$ cat config.mk
export PLATFORM = sky130hd
export DESIGN_NAME = dac_input_broadcast_and_load
export DESIGN_NICKNAME = d
export VERILOG_FILES = /design/src/hw/dac_load_pkg.sv /design/src/hw/channel_stage.sv /design/src/hw/dac_input_broadcast_and_load.sv
export VERILOG_INCLUDE_DIRS = /design/src /design/src/hw
export SDC_FILE = /design/constraint.sdc
export NUM_CORES = 1
export LEC_CHECK = 0
export ABC_CLOCK_PERIOD_IN_PS = 2450
export CAP_MARGIN = 20
export CORE_MARGIN = 8
export CORE_UTILIZATION = 40
export CTS_CLUSTER_SIZE = 8
export DETAILED_ROUTE_END_ITERATION = 7
export DONT_BUFFER_PORTS = 1
export GPL_TIMING_DRIVEN = 1
export PLACE_DENSITY = 0.55
export SETUP_SLACK_MARGIN = 0.4
export SKIP_CTS_REPAIR_TIMING = 1
export SLEW_MARGIN = 40
export SYNTH_ARGS = -nofsm -noshare
export SYNTH_HDL_FRONTEND = slang
export SYNTH_SLANG_ARGS = --single-unit
$ cat constraint.sdc
create_clock -name clk -period 2.45 [get_ports clk]
set_clock_uncertainty 0.05 [all_clocks]
set_input_delay 0.3675 -clock clk [delete_from_list [all_inputs] [get_ports clk]]
set_output_delay 0.3675 -clock clk [all_outputs]
set_load 0.03 [all_outputs]
$ cat src/hw/dac_load_consts.svh
// Purpose: constants for the channel input staging and load block
// Assumes: byte-addressed register port, 16-bit registers take two bytes
// Notes:   16-bit registers use the low address of each pair
// Function
// - select register 0xE8, reset 0xFF, bit per channel
// - broadcast write copies value to selected channels
// - deselected channels keep their staged value
// - trigger register 0xE9, bit 7 loads enabled channels
// - writing zero to trigger does nothing
// - eight 16-bit input registers 0xEA..0xF8, reset zero
// - input write never changes dac register
// - dac register updates only on load events
// - broadcast data register 0xE6 reads last write
`ifndef DAC_LOAD_CONSTS_SVH
`define DAC_LOAD_CONSTS_SVH
`define ADDR_BCAST_DATA   8'he6
`define ADDR_BCAST_SEL    8'he8
`define ADDR_SOFT_TRIG    8'he9
`define ADDR_CH_BASE      8'hea
`define ADDR_CH_LAST      8'hf8
`define CH_STEP           2
`define RST_BCAST_SEL     8'hff
`define RST_SOFT_TRIG     8'h00
`define RST_CH_VALUE      16'h0000
`define TRIG_BIT          7
`define NUM_CH            8
`endif

$ cat src/hw/dac_load_pkg.sv
// Purpose: shared types for the staging and load block
// Assumes: eight channels of 16 bits
// Notes:   constants live in dac_load_consts.svh
package dac_load_pkg;
  typedef logic [15:0] ch_value_t;
  typedef logic [7:0]  ch_mask_t;
endpackage : dac_load_pkg

$ cat src/hw/channel_stage.sv
// Purpose: one channel's input register and dac register
// Assumes: write strobes are single-cycle, same clock
// Notes:   load has no effect on the input register
`timescale 1ns/1ps
`include "dac_load_consts.svh"
module channel_stage
  import dac_load_pkg::*;
(
  input  wire logic      clk,
  input  wire logic      rst_b,
  input  wire logic      stage_we,
  input  wire ch_value_t stage_data,
  input  wire logic      load,
  output ch_value_t      input_q,
  output ch_value_t      dac_q
);
  always_ff @(posedge clk or negedge rst_b) begin
    if (!rst_b) begin
      input_q <= `RST_CH_VALUE;
    end else if (stage_we) begin
      input_q <= stage_data;
    end
  end

  always_ff @(posedge clk or negedge rst_b) begin
    if (!rst_b) begin
      dac_q <= `RST_CH_VALUE;
    end else if (load) begin
      dac_q <= input_q;
    end
  end
endmodule : channel_stage

$ cat src/hw/dac_input_broadcast_and_load.sv
// Purpose: broadcast staging and software/hardware load of eight dac channels
// Assumes: reg_addr/reg_wr/reg_rd/reg_wdata come from the serial host logic on clk
// Notes:   load_strobe is a pin and is synchronised; enable mask is an input
`timescale 1ns/1ps
`include "dac_load_consts.svh"
module dac_input_broadcast_and_load
  import dac_load_pkg::*;
(
  input  wire logic        clk,
  input  wire logic        rst_b,
  input  wire logic [7:0]  reg_addr,
  input  wire logic        reg_wr,
  input  wire logic        reg_rd,
  input  wire logic [15:0] reg_wdata,
  output logic [15:0]      reg_rdata_r,
  output logic             reg_ack_r,
  input  wire logic        load_strobe,
  input  wire ch_mask_t    soft_load_channel_enable,
  output ch_value_t        channel_dac_reg_r [`NUM_CH],
  output logic             soft_load_trigger_r
);
  ch_value_t bcast_data_r;
  ch_mask_t  bcast_sel_r;
  ch_value_t ch_input [`NUM_CH];
  ch_value_t ch_dac [`NUM_CH];
  logic [1:0] strobe_sync_r;
  logic       strobe_prev_r;
  logic       hw_load;
  logic       bcast_wr;

  // index of a channel input register, or -1 when not one
  function automatic int ch_index(input logic [7:0] a);
    int k;
    k = -1;
    for (int i = 0; i < `NUM_CH; i++) begin
      if (a == 8'(`ADDR_CH_BASE + `CH_STEP * i)) k = i;
    end
    return k;
  endfunction : ch_index

  // load pin crosses in through two flops; rising edge loads
  // limitation: a pin held high through reset gives one load just after release
  always_ff @(posedge clk or negedge rst_b) begin
    if (!rst_b) begin
      strobe_sync_r <= 2'h0;
      strobe_prev_r <= 1'b0;
    end else begin
      strobe_sync_r <= {strobe_sync_r[0], load_strobe};
      strobe_prev_r <= strobe_sync_r[1];
    end
  end
  assign hw_load  = strobe_sync_r[1] & ~strobe_prev_r;
  assign bcast_wr = reg_wr && (reg_addr == `ADDR_BCAST_DATA);

  always_ff @(posedge clk or negedge rst_b) begin
    if (!rst_b) begin
      bcast_data_r <= `RST_CH_VALUE;
    end else if (bcast_wr) begin
      bcast_data_r <= reg_wdata;
    end
  end

  always_ff @(posedge clk or negedge rst_b) begin
    if (!rst_b) begin
      bcast_sel_r <= `RST_BCAST_SEL;
    end else if (reg_wr && reg_addr == `ADDR_BCAST_SEL) begin
      bcast_sel_r <= reg_wdata[7:0];
    end
  end

  // trigger pulses only on a one
  always_ff @(posedge clk or negedge rst_b) begin
    if (!rst_b) begin
      soft_load_trigger_r <= 1'b0;
    end else begin
      soft_load_trigger_r <= reg_wr && reg_addr == `ADDR_SOFT_TRIG && reg_wdata[`TRIG_BIT];
    end
  end

  genvar g;
  generate
    for (g = 0; g < `NUM_CH; g++) begin : g_ch
      logic we;
      logic ld;
      ch_value_t wd;
      // broadcast fans out by mask; direct and broadcast writes both stage reg_wdata
      assign we = (reg_wr && ch_index(reg_addr) == g) || (bcast_wr && bcast_sel_r[g]);
      assign wd = reg_wdata;
      // load on either event, if enabled for software
      assign ld = hw_load || (soft_load_trigger_r && soft_load_channel_enable[g]);
      channel_stage u_stage (
        .clk        (clk),
        .rst_b      (rst_b),
        .stage_we   (we),
        .stage_data (wd),
        .load       (ld),
        .input_q    (ch_input[g]),
        .dac_q      (ch_dac[g])
      );
      assign channel_dac_reg_r[g] = ch_dac[g];
    end
  endgenerate

  // ack follows writes as well, so the host can pace every access the same way
  // read port: one cycle after the request; unmapped reads zero
  always_ff @(posedge clk or negedge rst_b) begin
    if (!rst_b) begin
      reg_rdata_r <= 16'h0000;
      reg_ack_r   <= 1'b0;
    end else begin
      reg_ack_r   <= reg_rd || reg_wr;
      reg_rdata_r <= 16'h0000;
      if (reg_rd) begin
        if (reg_addr == `ADDR_BCAST_DATA) reg_rdata_r <= bcast_data_r;
        else if (reg_addr == `ADDR_BCAST_SEL) reg_rdata_r <= {8'h00, bcast_sel_r};
        else if (ch_index(reg_addr) >= 0) reg_rdata_r <= ch_input[ch_index(reg_addr)];
      end
    end
  end

  property p_sel_reset;
    @(posedge clk) $rose(rst_b) |-> bcast_sel_r == `RST_BCAST_SEL;
  endproperty
  a_sel_reset: assert property (p_sel_reset) else $error("select mask reset wrong");

  // per-channel checks; one copy of each property for every channel
  genvar h;
  generate
    for (h = 0; h < `NUM_CH; h++) begin : g_chk
      property p_bcast_copy;
        @(posedge clk) disable iff (!rst_b)
          bcast_wr && bcast_sel_r[h] |=> ch_input[h] == $past(reg_wdata);
      endproperty
      a_bcast_copy: assert property (p_bcast_copy) else $error("broadcast copy missed");

      property p_bcast_keep;
        @(posedge clk) disable iff (!rst_b)
          bcast_wr && !bcast_sel_r[h] |=> $stable(ch_input[h]);
      endproperty
      a_bcast_keep: assert property (p_bcast_keep) else $error("deselected channel changed");

      property p_ch_write;
        @(posedge clk) disable iff (!rst_b)
          reg_wr && ch_index(reg_addr) == h |=> ch_input[h] == $past(reg_wdata);
      endproperty
      a_ch_write: assert property (p_ch_write) else $error("direct input write missed");

      // first edge after release still shows the reset values
      property p_ch_reset;
        @(posedge clk) $rose(rst_b) |-> ch_input[h] == `RST_CH_VALUE && ch_dac[h] == `RST_CH_VALUE;
      endproperty
      a_ch_reset: assert property (p_ch_reset) else $error("channel reset value wrong");

      property p_no_load_hold;
        @(posedge clk) disable iff (!rst_b)
          !hw_load && !(soft_load_trigger_r && soft_load_channel_enable[h]) |=> $stable(ch_dac[h]);
      endproperty
      a_no_load_hold: assert property (p_no_load_hold) else $error("dac changed without load");

      property p_load_copy;
        @(posedge clk) disable iff (!rst_b)
          hw_load |=> ch_dac[h] == $past(ch_input[h]);
      endproperty
      a_load_copy: assert property (p_load_copy) else $error("load did not copy");

      property p_soft_copy;
        @(posedge clk) disable iff (!rst_b)
          soft_load_trigger_r && soft_load_channel_enable[h] |=> ch_dac[h] == $past(ch_input[h]);
      endproperty
      a_soft_copy: assert property (p_soft_copy) else $error("software load did not copy");
    end
  endgenerate

  property p_trig;
    @(posedge clk) disable iff (!rst_b)
      reg_wr && reg_addr == `ADDR_SOFT_TRIG && reg_wdata[`TRIG_BIT] |=> soft_load_trigger_r;
  endproperty
  a_trig: assert property (p_trig) else $error("trigger not raised");

  property p_trig_zero;
    @(posedge clk) disable iff (!rst_b)
      reg_wr && reg_addr == `ADDR_SOFT_TRIG && !reg_wdata[`TRIG_BIT] |=> !soft_load_trigger_r;
  endproperty
  a_trig_zero: assert property (p_trig_zero) else $error("zero write triggered");

  property p_trig_read;
    @(posedge clk) disable iff (!rst_b)
      reg_rd && reg_addr == `ADDR_SOFT_TRIG |=> reg_rdata_r == {8'h00, `RST_SOFT_TRIG};
  endproperty
  a_trig_read: assert property (p_trig_read) else $error("trigger register read not zero");

  property p_sel_write;
    @(posedge clk) disable iff (!rst_b)
      reg_wr && reg_addr == `ADDR_BCAST_SEL |=> bcast_sel_r == $past(reg_wdata[7:0]);
  endproperty
  a_sel_write: assert property (p_sel_write) else $error("select mask write missed");

  property p_bcast_store;
    @(posedge clk) disable iff (!rst_b)
      bcast_wr |=> bcast_data_r == $past(reg_wdata);
  endproperty
  a_bcast_store: assert property (p_bcast_store) else $error("broadcast data not stored");

  property p_bcast_read;
    @(posedge clk) disable iff (!rst_b)
      bcast_wr ##1 !bcast_wr ##1 (reg_rd && reg_addr == `ADDR_BCAST_DATA) |=> reg_rdata_r == $past(reg_wdata, 3);
  endproperty
  a_bcast_read: assert property (p_bcast_read) else $error("broadcast readback wrong");

  property p_pulse;
    @(posedge clk) disable iff (!rst_b)
      soft_load_trigger_r && !(reg_wr && reg_addr == `ADDR_SOFT_TRIG) |=> !soft_load_trigger_r;
  endproperty
  a_pulse: assert property (p_pulse) else $error("trigger stuck");

  c_bcast: cover property (@(posedge clk) disable iff (!rst_b) bcast_wr && bcast_sel_r != 8'h00);
  c_soft:  cover property (@(posedge clk) disable iff (!rst_b) soft_load_trigger_r);
  c_hw:    cover property (@(posedge clk) disable iff (!rst_b) hw_load);
  c_none:  cover property (@(posedge clk) disable iff (!rst_b) bcast_wr && bcast_sel_r == 8'h00);
endmodule : dac_input_broadcast_and_load

==> metrics.txt, run 1 <==
clk root buf=clkbuf_16; drt total wl=36300 um; Pint=8.53 mW; GRT Overall Usage=18.7%; vias per cell=5.51; ranking of synthesized cells by area=dfrtp_1 57%, mux2_2 22%, mux2_4 3.9%; Net Switching=2.53 mW; CTS buffer count=43; Setup crit end kind=flop; predominant post-synthesis flop cell=dfrtp_1; FMAX=511 MHz; die width=approximately 200 um; initial antenna violation count=2; CTS tree=yes; largest net degree at the start of global routing=302; CP Launch Type=input port; CTS H-tree depth=2; status=finished with violations; Worst-Skew Late Latency=0.51 ns; switching share of power=22.9%; Synth Instances=roughly 940; cell row count=65; mux contribution to synthesized area=a little over a quarter; Yosys warnings=0; WS Path Type=in2reg; Chip Height=195 um; DIE AREA=38100 sq um; synthesized cell area=12900 sq um; post-layout minimum cycle time=a little under 2 ns; violations in the final reports=negative hold slack; clock tree buffer depth=3; worst slack, placed=0.180 ns; first-pass GRT wire length=about 55000 um; Yosys top cell by area=dfrtp_1; Seq cells post-synth=approximately 300; crit share post-route=79.9%; Setup WS post-layout=0.493 ns; WP data required=2.85 ns; Clock Power Share=46.9%; number of synthesized flops with an enable pin=0; # clock sinks=301; initial standard-cell utilization of the core=40.7%; Compound-Gate Fraction of Synth Area=3.64%; final hold slack=-0.481 ns; post-synthesis simple-gate area fraction=7.46%; total grt overflow=0; Core Region=31600 sq um; Hold Fails Final Rpt=299; FFs w/ async S/R, synth=100%; xor/xnor share of the synthesized area=less than 1%; clock transition at the registers of the reported paths=0.06 ns; Synth cell types=56; GPL Wtd Cong=0.840; max-slew violations=0; Synth top area share=57.0%; sequential cell area fraction in the yosys report=approximately three fifths; final setup fails=0; Routed WL per cell=26.0 um; vias in the first global route=8144; setup TNS=0 ns; Sequential Power Share=~49%; Max Cap Violations=0; port bufs=0; Leakage Power=around 7.4 nW; worst vdd ir=0.000340 V; boundary pin count=~180; Syn-to-layout area delta=14.5%; DR DRC count=0; final core area utilization=46.5%; HP Class=in2async; Starting DRT DRC Count=between 400 and 500; crit path max fanout=15; share of cells above drive strength 1=between 30% and 40%; RSZ-0062 raised after global routing=false; Synth Net Count=972; total number of vias=7703; dpl hpwl=25100 um; Routed Antenna Nets=0; worst slew pin tran=1.16 ns; data arrival time of the critical path=2.35 ns; Final Instance Area=14700 sq um; slew margin rel.=approximately 22%; combinational power share=4.0%; Synth Area in Adders=0%; Post-Place Cell Area=13400 sq um; largest family of logic cells by synthesized area=multiplexers; TritonRoute pass-1 iters=5; Pwr per Cell Area=751 nW/um^2; fin nets=1016; Avg Inst Size Synth=between 10 and 15 sq um
-- critical path: stages --
cell and delay, ns:
dlygate4sd3_1 0.55, nand3_1 0.07, dlygate4sd3_1 0.58, nor3_1 0.20
dlygate4sd3_1 0.59
-- per-layer routing --
layer  vias to the layer above  wire [um]  track usage [%]
li1                       3431          -                -
met5                         -          0                0
met2                       238      16300             29.1
met4                         0        821             5.67
met1                      3976      16100             24.5
met3                        58       3000             6.31
-- through the flow --
step                      hold WS [ns]  power [mW]  std cells
final                           -0.481        11.1       1397
after global placement          0.0372        5.87       1314
after CTS                       -0.506        11.1       1374
after detailed placement        0.0384        5.88       1314
after floorplan                 0.0219        5.76        935
after global routing            -0.509        11.5       1397
-- worst paths after layout --
check	start	to	slack, ns	cells after the start
max reg2reg	strobe_prev_r	g_ch[4].u_stage.dac_q[11]	0.57	4
max in group asynchronous	rst_b	reg_rdata_r[1]	1.89	0
max	reg_addr[3]	soft_load_trigger_r	0.49	5
min reg2reg	strobe_sync_r[0]	strobe_sync_r[1]	0.29	0
min in group clk	reg_rd	reg_rdata_r[5]	0.02	2
min	rst_b	g_ch[5].u_stage.dac_q[2]	-0.48	0
-- power by group through the flow --
| stage | combinational (mW) | sequential (mW) | clock (mW) |
|---|---|---|---|
| after floorplan | 0.317 | 5.44 | 0 |
| after global placement | 0.359 | 5.51 | 0 |
| after detailed placement | 0.365 | 5.51 | 0 |
| after CTS | 0.368 | 5.43 | 5.33 |
| after global routing | 0.480 | 5.44 | 5.54 |
| final | 0.440 | 5.42 | 5.19 |
-- layout make-up --
class	count	area, sq um
Sequential cell	301	7540
Tap cell	402	503
Inverter	2	7.51
Fill cell	2793	16900
Clock buffer	58	1130
Multi-Input combinational cell	574	5000
Antenna cell	1	2.50
Timing Repair Buffer	57	520
Clock inverter	2	13.8
-- layout by cell type, fill, tap and decap left out, types with 4 or more instances in the layout --
cell type / count
dfrtp_1: 293
mux2_2: 245
nand2_1: 98
clkbuf_16: 43
nor2_1: 38
mux2_4: 37
buf_4: 32
nand3_1: 31
dlygate4sd3_1: 22
mux2i_1: 17
clkbuf_1: 15
a31oi_1: 12
o21ai_0: 10
a21oi_1: 9
o211ai_1: 8
dfstp_2: 8
nor2b_1: 6
o221ai_1: 5
a221oi_1: 4
nand2_4: 4
-- synthesized netlist by cell type (8+ instances only) --
| cell type | number |
|---|---|
| dfrtp_1 | 293 |
| mux2_2 | 249 |
| nand2_1 | 98 |
| nor2_1 | 38 |
| mux2_4 | 33 |
| nand3_1 | 31 |
| clkbuf_1 | 24 |
| mux2i_1 | 17 |
| buf_2 | 16 |
| a31oi_1 | 12 |
| o21ai_0 | 10 |
| a21oi_1 | 9 |
| dfstp_2 | 8 |
| o211ai_1 | 8 |
-- flip-flops by register name, indices dropped and copies added (netlist names) --
register              flops
strobe_prev_r             1
g_ch.u_stage.dac_q      128
reg_rdata_r              16
g_ch.u_stage.input_q    128
soft_load_trigger_r       1
bcast_data_r             16
strobe_sync_r             2
bcast_sel_r               8
reg_ack_r                 1
-- cell families (layout without fill, tap and decap cells) --
| group | after synthesis | in the layout |
|---|---|---|
| AOI/OAI and AO/OA | 66 | 66 |
| xor gates and xnor gates | 4 | 4 |
| buffers and inverters | 60 | 119 |
| DFF | 301 | 301 |
| muxes | 301 | 301 |
| other | 0 | 1 |
| and+or+nand+nor | 203 | 203 |
(Power assumes the default switching activity.)
==> run 2: changes to the inputs <==
- ABC_CLOCK_PERIOD_IN_PS: 2450 -> 1690
- PLACE_DENSITY: 0.55 -> 0.57
- clock period: 2.45 -> 1.69 ns (I/O delays scaled with it)
==> metrics.txt, run 2 (synthesized netlist as in run 1, its figures left out) <==
dpl cells=approximately 1400; reg2reg end=g_ch[5].u_stage.input_q[5]; total number of vias=8239; slowest stage delay, CP=0.54 ns; RR Startpoint=bcast_sel_r[5]; max-slew violations=0; clock tree buffer depth=3; cell row count=65; Post-Place Cell Area=14100 sq um; GPL Wtd Cong=0.823; CP endpoint=g_ch[5].u_stage.input_q[5]; area of the multi-input gates=6400 sq um; first-pass GRT wire length=roughly 55000 um; Max Cap Violations=0; WS Path Type=reg2reg; reg2reg setup slack=0.16 ns; clk root buf=clkbuf_16; FMAX=653 MHz; worst slew pin tran=0.645 ns; Leakage Power=8.10 nW; most common cell after layout, fill and taps aside=mux2_4; Net Switching=3.87 mW; slew margin rel.=roughly 57%; fin nets=1092; drt total wl=41800 um; port bufs=0; CTS buffer count=43; combinational power share=5.7%; Core Region=31600 sq um; vias in the first global route=8083; post-layout minimum cycle time=around 1.5 ns; worst vdd ir=between 0.0007 and 0.0008 V; WP data required=~2 ns; Pwr Total=between 15 and 20 mW; largest net degree at the start of global routing=302; violations in the final reports=negative hold slack; share of cells above drive strength 1=62.1%; final hold slack=-0.615 ns; total grt overflow=0; final setup fails=0; Routed WL per cell=28.4 um; CP Cell Sequence=a22oi_2 -> nor2b_4 -> buf_6 -> mux2_2; CTS tree=yes; initial antenna violation count=1; crit share post-route=90.6%; initial standard-cell utilization of the core=40.7%; switching share of power=between 20% and 30%; dpl hpwl=25300 um; Pint=12.8 mW; Routed Antenna Nets=0; # clock sinks=301; HP Class=in2async; CTS H-tree depth=2; CP startpoint=bcast_sel_r[5]; die width=roughly 200 um; data arrival time of the critical path=1.88 ns; boundary pin count=183; Clock Power Share=47.0%; Sequential Power Share=47.4%; Top Registers=g_ch.u_stage.dac_q (128), g_ch.u_stage.input_q (128); Worst R2R Path Depth=4; TritonRoute pass-1 iters=5; clock transition at the registers of the reported paths=0.05 ns; Final Instance Area=between 15000 and 20000 sq um; crit path max fanout=8; Syn-to-layout area delta=33.6%; Finished Layout Cells=~1500; RSZ-0062 raised after global routing=true; most frequent cells in the layout=217 x mux2_4, 147 x dfrtp_1, 145 x dfrtp_2; Worst-Skew Late Latency=0.52 ns; # diodes=0; vias per cell=5.59; status=finished with violations; GRT Overall Usage=18.8%; DIE AREA=38100 sq um; CP Launch Type=flop; Pwr per Cell Area=969 nW/um^2; Setup crit end kind=flop; register area=a little under 8000 sq um; setup TNS=0 ns; Starting DRT DRC Count=680; fill cell count=between 2000 and 3000; Hold Fails Final Rpt=between 300 and 400; DR DRC count=0; Chip Height=195 um; Critical-path top delay cell=dfstp_2
-- run 2: power groups by stage --
| stage | combinational [mW] | sequential [mW] | clock [mW] |
|---|---|---|---|
| 3_3_place_gp | 0.602 | 7.99 | 0 |
| 5_1_grt | 0.995 | 7.92 | 8.28 |
| 2_1_floorplan | 0.572 | 7.90 | 0 |
| 4_1_cts | 0.616 | 7.87 | 7.99 |
| 6_report | 0.942 | 7.89 | 7.83 |
| 3_5_place_dp | 0.613 | 7.99 | 0 |
-- run 2: cell type report --
class	instances	share of cell area, %
multi-input cells	584	37.2
well taps	402	2.93
flip-flops and latches	301	45.0
inverters	2	0.0437
repair buffers	123	7.89
clock buffers	61	6.96
-- run 2: per-stage QoR --
stage          hold WS, ns  utilization, %  worst slack (ns)
2_1_floorplan      -0.0921               -            -0.424
3_3_place_gp       -0.0789            44.7            -0.538
3_5_place_dp       -0.0825            44.7            -0.519
4_1_cts             -0.631            48.5          -0.00876
5_1_grt             -0.636            54.3             0.125
6_report            -0.615            54.3             0.159
-- run 2: layer usage --
layer	vias to the layer above	part of all wire (%)	track usage (%)
met5	-	0	0
li1	3575	-	-
met1	4366	45	25.0
met2	245	47	30.1
met4	0	1.9	4.69
met3	53	6.9	5.30
-- run 2: worst min path at each step --
stage	end	slack, ns	cells after the start
6_report	g_ch[3].u_stage.dac_q[14]	-0.62	0
5_1_grt	g_ch[3].u_stage.dac_q[14]	-0.64	0
4_1_cts	g_ch[2].u_stage.dac_q[14]	-0.63	0
3_5_place_dp	g_ch[3].u_stage.dac_q[14]	-0.08	0
3_3_place_gp	g_ch[3].u_stage.dac_q[14]	-0.08	0
2_1_floorplan	bcast_data_r[0]	-0.09	0
-- run 2: worst max-delay path, delay by kind of cell, from the launching register on --
| kind | cells | cell delay [ns] |
|---|---|---|
| AND/OR/NAND/NOR | 1 | 0.21 |
| buffers and inverters | 1 | 0.19 |
| multiplexers | 1 | 0.34 |
| AO/OA/AOI/OAI | 1 | 0.09 |
| flip-flops | 1 | 0.54 |
